## src/pilc_consts.svh

```systemverilog
// register offsets, reset values and sizes of the io line controller
`ifndef PILC_CONSTS_SVH
`define PILC_CONSTS_SVH
`define PILC_ADDR_W 8
`define PILC_LINES 32
`define PILC_OFF_OWN_SET 8'h00
`define PILC_OFF_OWN_CLR 8'h04
`define PILC_OFF_OWN_STS 8'h08
`define PILC_OFF_DRV_SET 8'h10
`define PILC_OFF_DRV_CLR 8'h14
`define PILC_OFF_DRV_STS 8'h18
`define PILC_OFF_FLT_SET 8'h20
`define PILC_OFF_FLT_CLR 8'h24
`define PILC_OFF_FLT_STS 8'h28
`define PILC_OFF_LVL_SET 8'h30
`define PILC_OFF_LVL_CLR 8'h34
`define PILC_OFF_LVL_STS 8'h38
`define PILC_OFF_PIN_STS 8'h3C
`define PILC_OFF_IRQ_SET 8'h40
`define PILC_OFF_IRQ_CLR 8'h44
`define PILC_OFF_IRQ_MSK 8'h48
`define PILC_OFF_EVT_STS 8'h4C
`define PILC_OFF_OD_SET 8'h50
`define PILC_OFF_OD_CLR 8'h54
`define PILC_OFF_OD_STS 8'h58
`define PILC_OFF_PU_DIS 8'h60
`define PILC_OFF_PU_EN 8'h64
`define PILC_OFF_PU_STS 8'h68
`define PILC_OFF_A_PICK 8'h70
`define PILC_OFF_B_PICK 8'h74
`define PILC_OFF_AB_STS 8'h78
`define PILC_OFF_MSK_SET 8'hA0
`define PILC_OFF_MSK_CLR 8'hA4
`define PILC_OFF_MSK_STS 8'hA8
`define PILC_RST_ZERO 32'h0000_0000
`define PILC_RST_ALL 32'hFFFF_FFFF
`endif

```

## src/pilc_pkg.sv

```systemverilog
// types shared by the io line controller
package pilc_pkg;
  typedef struct packed {
    logic [31:0] out;
    logic [31:0] oe;
  } pilc_drive_t;
endpackage
```

## src/pilc_io_line_controller.sv

```systemverilog
// apb-controlled 32-line parallel io controller with peripheral muxing
//
// The APB register port and the register offsets were chosen for this implementation.
`include "pilc_consts.svh"

module pilc_io_line_controller
  import pilc_pkg::*;
#(
  parameter logic [31:0] LINES_USED = `PILC_RST_ALL,
  parameter logic [31:0] LINES_MUXED = `PILC_RST_ALL,
  parameter logic [31:0] OWN_RESET = `PILC_RST_ALL
)
(
  input wire logic CLOCK,
  input wire logic RESET_N,
  input wire logic CLOCK_EN,
  input wire logic PSEL,
  input wire logic PENABLE,
  input wire logic PWRITE,
  input wire logic [`PILC_ADDR_W-1:0] PADDR,
  input wire logic [31:0] PWDATA,
  output logic [31:0] PRDATA,
  output logic PREADY,
  output logic PSLVERR,
  input wire logic [31:0] PAD_IN,
  output logic [31:0] PAD_OUT,
  output logic [31:0] PAD_OE_N,
  output logic [31:0] PAD_PULLUP_EN,
  input pilc_drive_t PERIPH_A,
  input pilc_drive_t PERIPH_B,
  output logic [31:0] PERIPH_IN,
  output logic IRQ
);

  ////////////////////////////////////////////////////////////////////////////
  // bus access decode

  logic pready_reg, pslverr_reg, hit_next, access, wr, rd_done, evt_read_reg;
  logic [31:0] prdata_reg, rd_next, wd;

  logic [31:0] own_reg, drv_reg, flt_reg, lvl_reg, msk_reg, od_reg;
  logic [31:0] puoff_reg, pick_reg, irqm_reg, evt_reg, pin_reg, own_view;

  logic [31:0] sync1_reg, sync2_reg, prev_reg, filt_reg, seen_reg;
  logic seen_valid_reg;
  logic [31:0] chosen, change, pad_out_next, pad_oe_next;

  // one wait state: pready rises in the second access cycle
  assign access = PSEL && PENABLE && !pready_reg;
  assign wr = PSEL && PENABLE && pready_reg && PWRITE && !pslverr_reg;
  assign rd_done = PSEL && PENABLE && pready_reg && !PWRITE;
  assign wd = PWDATA & LINES_USED;
  assign own_view = own_reg | ~LINES_MUXED;

  always_comb
  begin
    rd_next = `PILC_RST_ZERO;
    hit_next = 1'b1;
    case (PADDR)
      `PILC_OFF_OWN_SET, `PILC_OFF_OWN_CLR, `PILC_OFF_DRV_SET, `PILC_OFF_DRV_CLR,
      `PILC_OFF_FLT_SET, `PILC_OFF_FLT_CLR, `PILC_OFF_LVL_SET, `PILC_OFF_LVL_CLR,
      `PILC_OFF_IRQ_SET, `PILC_OFF_IRQ_CLR, `PILC_OFF_OD_SET, `PILC_OFF_OD_CLR,
      `PILC_OFF_PU_DIS, `PILC_OFF_PU_EN, `PILC_OFF_A_PICK, `PILC_OFF_B_PICK,
      `PILC_OFF_MSK_SET, `PILC_OFF_MSK_CLR: rd_next = `PILC_RST_ZERO;
      `PILC_OFF_OWN_STS: rd_next = own_view;
      `PILC_OFF_DRV_STS: rd_next = drv_reg;
      `PILC_OFF_FLT_STS: rd_next = flt_reg;
      `PILC_OFF_LVL_STS: rd_next = lvl_reg;
      `PILC_OFF_PIN_STS: rd_next = pin_reg;
      `PILC_OFF_IRQ_MSK: rd_next = irqm_reg;
      `PILC_OFF_EVT_STS: rd_next = evt_reg;
      `PILC_OFF_OD_STS: rd_next = od_reg;
      `PILC_OFF_PU_STS: rd_next = puoff_reg;
      `PILC_OFF_AB_STS: rd_next = pick_reg;
      `PILC_OFF_MSK_STS: rd_next = msk_reg;
      default: hit_next = 1'b0;
    endcase
  end

  always_ff @(posedge CLOCK or negedge RESET_N)
  begin
    if (!RESET_N)
    begin
      pready_reg <= 1'b0;
      pslverr_reg <= 1'b0;
      prdata_reg <= `PILC_RST_ZERO;
      evt_read_reg <= 1'b0;
    end
    else
    begin
      pready_reg <= access;
      pslverr_reg <= access && !hit_next;
      evt_read_reg <= access && !PWRITE && (PADDR == `PILC_OFF_EVT_STS);
      if (access && !PWRITE)
      begin
        prdata_reg <= rd_next & LINES_USED;
      end
      else
      begin
        // read data stands only in the answer cycle
        prdata_reg <= `PILC_RST_ZERO;
      end
    end
  end

  assign PREADY = pready_reg;
  assign PSLVERR = pslverr_reg;
  assign PRDATA = prdata_reg;

  ////////////////////////////////////////////////////////////////////////////
  // configuration registers, written with or without the sampling clock

  always_ff @(posedge CLOCK or negedge RESET_N)
  begin
    if (!RESET_N)
    begin
      own_reg <= OWN_RESET & LINES_USED;
    end
    else if (wr && PADDR == `PILC_OFF_OWN_SET)
    begin
      own_reg <= own_reg | (wd & LINES_MUXED);
    end
    else if (wr && PADDR == `PILC_OFF_OWN_CLR)
    begin
      own_reg <= own_reg & ~(wd & LINES_MUXED);
    end
  end

  always_ff @(posedge CLOCK or negedge RESET_N)
  begin
    if (!RESET_N)
    begin
      pick_reg <= `PILC_RST_ZERO;
    end
    else if (wr && PADDR == `PILC_OFF_A_PICK)
    begin
      pick_reg <= pick_reg & ~(wd & LINES_MUXED);
    end
    else if (wr && PADDR == `PILC_OFF_B_PICK)
    begin
      pick_reg <= pick_reg | (wd & LINES_MUXED);
    end
  end

  always_ff @(posedge CLOCK or negedge RESET_N)
  begin
    if (!RESET_N)
    begin
      drv_reg <= `PILC_RST_ZERO;
    end
    else if (wr && PADDR == `PILC_OFF_DRV_SET)
    begin
      drv_reg <= drv_reg | wd;
    end
    else if (wr && PADDR == `PILC_OFF_DRV_CLR)
    begin
      drv_reg <= drv_reg & ~wd;
    end
  end

  always_ff @(posedge CLOCK or negedge RESET_N)
  begin
    if (!RESET_N)
    begin
      lvl_reg <= `PILC_RST_ZERO;
    end
    else if (wr && PADDR == `PILC_OFF_LVL_SET)
    begin
      lvl_reg <= lvl_reg | wd;
    end
    else if (wr && PADDR == `PILC_OFF_LVL_CLR)
    begin
      lvl_reg <= lvl_reg & ~wd;
    end
    else if (wr && PADDR == `PILC_OFF_LVL_STS)
    begin
      lvl_reg <= (lvl_reg & ~msk_reg) | (wd & msk_reg);
    end
  end

  always_ff @(posedge CLOCK or negedge RESET_N)
  begin
    if (!RESET_N)
    begin
      msk_reg <= `PILC_RST_ZERO;
    end
    else if (wr && PADDR == `PILC_OFF_MSK_SET)
    begin
      msk_reg <= msk_reg | wd;
    end
    else if (wr && PADDR == `PILC_OFF_MSK_CLR)
    begin
      msk_reg <= msk_reg & ~wd;
    end
  end

  always_ff @(posedge CLOCK or negedge RESET_N)
  begin
    if (!RESET_N)
    begin
      od_reg <= `PILC_RST_ZERO;
    end
    else if (wr && PADDR == `PILC_OFF_OD_SET)
    begin
      od_reg <= od_reg | wd;
    end
    else if (wr && PADDR == `PILC_OFF_OD_CLR)
    begin
      od_reg <= od_reg & ~wd;
    end
  end

  always_ff @(posedge CLOCK or negedge RESET_N)
  begin
    if (!RESET_N)
    begin
      puoff_reg <= `PILC_RST_ZERO;
    end
    else if (wr && PADDR == `PILC_OFF_PU_EN)
    begin
      puoff_reg <= puoff_reg & ~wd;
    end
    else if (wr && PADDR == `PILC_OFF_PU_DIS)
    begin
      puoff_reg <= puoff_reg | wd;
    end
  end

  always_ff @(posedge CLOCK or negedge RESET_N)
  begin
    if (!RESET_N)
    begin
      flt_reg <= `PILC_RST_ZERO;
    end
    else if (wr && PADDR == `PILC_OFF_FLT_SET)
    begin
      flt_reg <= flt_reg | wd;
    end
    else if (wr && PADDR == `PILC_OFF_FLT_CLR)
    begin
      flt_reg <= flt_reg & ~wd;
    end
  end

  always_ff @(posedge CLOCK or negedge RESET_N)
  begin
    if (!RESET_N)
    begin
      irqm_reg <= `PILC_RST_ZERO;
    end
    else if (wr && PADDR == `PILC_OFF_IRQ_SET)
    begin
      irqm_reg <= irqm_reg | wd;
    end
    else if (wr && PADDR == `PILC_OFF_IRQ_CLR)
    begin
      irqm_reg <= irqm_reg & ~wd;
    end
  end

  ////////////////////////////////////////////////////////////////////////////
  // pin sampling, glitch filter and change detection, gated by CLOCK_EN after the synchroniser

  always_ff @(posedge CLOCK or negedge RESET_N)
  begin
    if (!RESET_N)
    begin
      sync1_reg <= `PILC_RST_ZERO;
      sync2_reg <= `PILC_RST_ZERO;
      prev_reg <= `PILC_RST_ZERO;
      filt_reg <= `PILC_RST_ZERO;
    end
    else
    begin
      // synchroniser runs ungated so peripheral inputs never freeze
      sync1_reg <= PAD_IN;
      sync2_reg <= sync1_reg;
      if (CLOCK_EN)
      begin
        prev_reg <= sync2_reg;
        // per line: a level is taken once two successive samples agree
        filt_reg <= (sync2_reg & prev_reg) | (filt_reg & (sync2_reg | prev_reg));
      end
    end
  end

  // raw or filtered level per line
  assign chosen = (flt_reg & filt_reg) | (~flt_reg & prev_reg);

  always_ff @(posedge CLOCK or negedge RESET_N)
  begin
    if (!RESET_N)
    begin
      pin_reg <= `PILC_RST_ZERO;
      seen_reg <= `PILC_RST_ZERO;
      seen_valid_reg <= 1'b0;
    end
    else if (CLOCK_EN)
    begin
      pin_reg <= chosen & LINES_USED;
      seen_reg <= chosen;
      seen_valid_reg <= 1'b1;
    end
  end

  // no change is reported before a first sample exists
  assign change = (seen_valid_reg && CLOCK_EN) ? ((chosen ^ seen_reg) & LINES_USED)
                                               : `PILC_RST_ZERO;

  always_ff @(posedge CLOCK or negedge RESET_N)
  begin
    if (!RESET_N)
    begin
      evt_reg <= `PILC_RST_ZERO;
    end
    else if (evt_read_reg && rd_done)
    begin
      // only bits that were returned are cleared; new changes still win
      evt_reg <= (evt_reg & ~prdata_reg) | change;
    end
    else
    begin
      evt_reg <= evt_reg | change;
    end
  end

  always_ff @(posedge CLOCK or negedge RESET_N)
  begin
    if (!RESET_N)
    begin
      IRQ <= 1'b0;
    end
    else
    begin
      IRQ <= |(evt_reg & irqm_reg);
    end
  end

  ////////////////////////////////////////////////////////////////////////////
  // pad drive and peripheral input

  // peripheral path picked per line, register path when owned
  assign pad_out_next = (own_view & lvl_reg) | (~own_view & ~pick_reg & PERIPH_A.out)
                      | (~own_view & pick_reg & PERIPH_B.out);
  // open drain: release instead of driving high
  assign pad_oe_next = ((own_view & drv_reg) | (~own_view & ~pick_reg & PERIPH_A.oe)
                       | (~own_view & pick_reg & PERIPH_B.oe))
                       & ~(od_reg & pad_out_next);

  always_ff @(posedge CLOCK or negedge RESET_N)
  begin
    if (!RESET_N)
    begin
      PAD_OUT <= `PILC_RST_ZERO;
      PAD_OE_N <= `PILC_RST_ALL;
      PAD_PULLUP_EN <= LINES_USED;
      PERIPH_IN <= `PILC_RST_ZERO;
    end
    else
    begin
      PAD_OUT <= pad_out_next & ~od_reg & LINES_USED;
      PAD_OE_N <= ~(pad_oe_next & LINES_USED);
      PAD_PULLUP_EN <= ~puoff_reg & LINES_USED;
      PERIPH_IN <= sync2_reg;
    end
  end

endmodule

```

## config.mk

```make
export PLATFORM = sky130hd
export DESIGN_NAME = pilc_io_line_controller
export DESIGN_NICKNAME = d
export VERILOG_FILES = /design/src/pilc_pkg.sv /design/src/pilc_io_line_controller.sv
export VERILOG_INCLUDE_DIRS = /design/src
export SDC_FILE = /design/constraint.sdc
export NUM_CORES = 1
export LEC_CHECK = 0
export ABC_AREA = 1
export BUFFER_PORTS_ARGS = -buffer_cell sky130_fd_sc_hd__buf_2
export CELL_PAD_IN_SITES_DETAIL_PLACEMENT = 0
export CELL_PAD_IN_SITES_GLOBAL_PLACEMENT = 2
export CORE_ASPECT_RATIO = 0.5
export CORE_MARGIN = 5
export CORE_UTILIZATION = 37
export DETAILED_ROUTE_END_ITERATION = 10
export PLACE_DENSITY = 0.89
export SETUP_SLACK_MARGIN = 0.15
export SLEW_MARGIN = 5
export SYNTH_ARGS = -nofsm -noshare
export SYNTH_HDL_FRONTEND = slang
export SYNTH_SLANG_ARGS = --single-unit
```

## constraint.sdc

```tcl
create_clock -name CLOCK -period 2.7 [get_ports CLOCK]
set_input_delay 0.135 -clock CLOCK [delete_from_list [all_inputs] [get_ports CLOCK]]
set_output_delay 0.135 -clock CLOCK [all_outputs]
set_load 0.005 [all_outputs]
```

==> reports/metrics.cfg <==
[detailed_routing]
vias = 29700
vias_per_cell = 5.22
routed_wl_um = 121000
wl_per_cell_um = 21.3
drtAntennaViolNets = 0
drt-initial-drc-count = 2781
drc_errors = 0
dr.pass1.iters = 6

[timing]
finalMaxSlewViolations = 0
worst_slew_pin_slew_ns = 0.975
whs_ns = 0.0820
rsz0062_at_grt = false
relSlewSlack_pct = 35.0
fmax_mhz = 432
fin_tns_setup_ns = 0
post-route-period-util_pct = 85.7
fin_crit_ns = 2.31
hold_viol = 0
finalClockSkew_ns = 0.0228
setup_viol = 0

[synthesis]
synth_nets = 4188
ys_ff_latch = 645
syn-instance-count = 3982
synth.area.top_cells = dfrtp_1 44%, nand3_1 11%, nand2_1 10%
synth_top_area_share_pct = 44.1
avgSynthCellArea_um2 = 7.82
netlist_area_um2 = 31100
seq_area_frac_synth_pct = 52.2
synth_cell_types = 33
yosys.area.top_type = dfrtp_1
yosysWarnings = 0

[global_route]
grt_pass1_wl_um = 182000
grt_max_degree = 145
grt_remaining_overflow = 0
first_global_vias = 29000
antenna_found_initial = 3
grt_usage_pct = 26.6

[power_and_ir_drop]
p_leak_uw = 0.0202
powerDensity_nw_per_um2 = 559
peakVddDrop_mv = 0.459

[cts]
cts_made_buffers = 66
cts_resized = 0
cts_setup_buffers = 0
ctsLongestPathBuffers = 3
cts_root_buffer = clkbuf_16
clkTransAtPathRegs_ns = 0.07
clock_latency_ns = 0.66
htree_levels = 3
cts_tree = done
cts_sinks = 645
ctsHoldBuffers = 202

[finish]
regArea_um2 = 16300
drive_gt1_share_pct = 15.8
final_nets = 4719
n_fill_cell = 8091
multi_input_area_um2 = 11900
diodes = 0
area_delta_synth_final_pct = 25.0

[critical_path]
required_ns = 3.28
cp-end-kind = flip-flop
worstSetupPathType = flip-flop to flip-flop
start_kind = flip-flop
worstPathMaxFanout = 5
cp.arrival_ns = 2.90

[floorplan]
die_area_um2 = 90400
die_y_um = 215
fp-row-count = 75
core_um2 = 83600
start_util_pct = 37.2
die-width_um = 420
pin_count = 369

[outcome]
status = completed

[place]
portBuffers = 368
gp_congestion = 0.872
place.detailed.hpwl_um = 82800

[hold_path]
hold_path_class = primary input to flip-flop

[flow_run]
maxCapViolations = 0

[path summary, 6_finish.rpt]
check                                        start                      end  slack (ns)  depth (start not counted)
hold / removal                            PADDR[5]        PSLVERR$_DFF_PN0_        0.08                          5
setup reg to reg                         flip-flop    PAD_OE_N[0]$_DFF_PN1_        0.39                          6
max in group asynchronous                  RESET_N   PAD_OE_N[19]$_DFF_PN1_        1.52                          3
min in group asynchronous                  RESET_N     PAD_OUT[7]$_DFF_PN0_        0.09                          2
hold reg to reg            sync1_reg[19]$_DFF_PN0_  sync2_reg[19]$_DFF_PN0_        0.35                          0
setup / recovery                         flip-flop    PAD_OE_N[0]$_DFF_PN1_        0.39                          6
[placed cells by master (no fill, tap or decap), types with 7 or more instances in the layout]
cell type / n
buf_2: 365
o21ai_0: 233
clkbuf_1: 15
dlygate4sd3_1: 202
a21boi_1: 30
o31ai_1: 21
nor2_4: 18
dfstp_2: 96
nor2_1: 412
clkbuf_8: 13
a21oi_1: 33
o21ai_1: 121
bufinv_16: 8
a32o_1: 32
nand4_1: 21
buf_12: 16
dfrtp_1: 548
nand2_1: 830
buf_4: 90
inv_1: 573
and2_1: 21
nand3_2: 7
nand3_1: 700
o211ai_1: 33
a22o_1: 11
clkbuf_16: 68
[cell type report]
class / count / area share, %
clock inverter: 24 / 0.971
multi-input combinational: 2547 / 30.6
sequential: 645 / 41.8
inverter: 579 / 5.59
timing repair buffer: 674 / 12.5
tap: 1116 / 3.59
clock buffer: 96 / 4.98
[cell usage after synthesis]
cell type / n
nand2_1: 832
nand3_1: 707
inv_1: 574
dfrtp_1: 549
nor2_1: 420
o21ai_0: 233
o21ai_1: 121
clkbuf_1: 98
dfstp_2: 96
buf_2: 84
a21oi_1: 33
o211ai_1: 33
a32o_1: 32
a21boi_1: 30
and2_1: 21
nand4_1: 21
o31ai_1: 21
buf_1: 18
a22o_1: 11
buf_4: 11
nor2_2: 9
inv_2: 5
nor2_4: 4
nand2_2: 3
nor3_4: 3
a21boi_0: 2
nand2_4: 2
nor3_1: 2
nor3_2: 2
nor4_1: 2
a31oi_1: 1
nor4_2: 1
or2_2: 1
[routing by layer]
layer	wire [um]	part of all wire (%)	up-vias	global-route usage, %
met1	52800	44	14500	37.1
met3	9730	8.0	208	5.25
met2	55300	46	1152	42.4
li1	-	-	13800	-
met4	3200	2.6	4	7.08
met5	27	0.022	-	0
[worst max-delay path: stages (launching register included)]
cell and delay, ns:
dfstp_2 0.58, inv_1 0.12, nand3_1 0.09, nand3_1 0.07, dlygate4sd3_1 0.59, a32o_1 0.22, dlygate4sd3_1 0.57
[through the flow]
step | total power, uW | std cells | area, um^2 | utilization [%] | setup slack, ns
finish | 21700 | 5681 | 38900 | 46.5 | 0.385
detailed placement | 11700 | 5359 | 34600 | 41.4 | 0.504
global route | 22600 | 5681 | 38900 | 46.5 | 0.224
CTS | 22000 | 5681 | 38900 | 46.5 | 0.400
global placement | 11600 | 5359 | 34600 | 41.4 | 0.537
floorplan | 10900 | 3982 | 31100 | - | 1.16
[cells by family after synthesis]
| kind of cell | Yosys count | share of synthesized area [%] |
|---|---|---|
| AND/OR/NAND/NOR | 2030 | 28.1 |
| flip-flops | 645 | 52.2 |
| AO/OA/AOI/OAI | 517 | 9.65 |
| buffers and inverters | 790 | 10.0 |
[power breakdown]
| part | switching, uW | total (uW) | internal, uW |
|---|---|---|---|
| clock network | 4250 | 10100 | 5810 |
| registers | 200 | 10200 | 9960 |
| logic | 989 | 1530 | 537 |
| total | 5440 | 21700 | 16300 |
(Power assumes the default switching activity.)
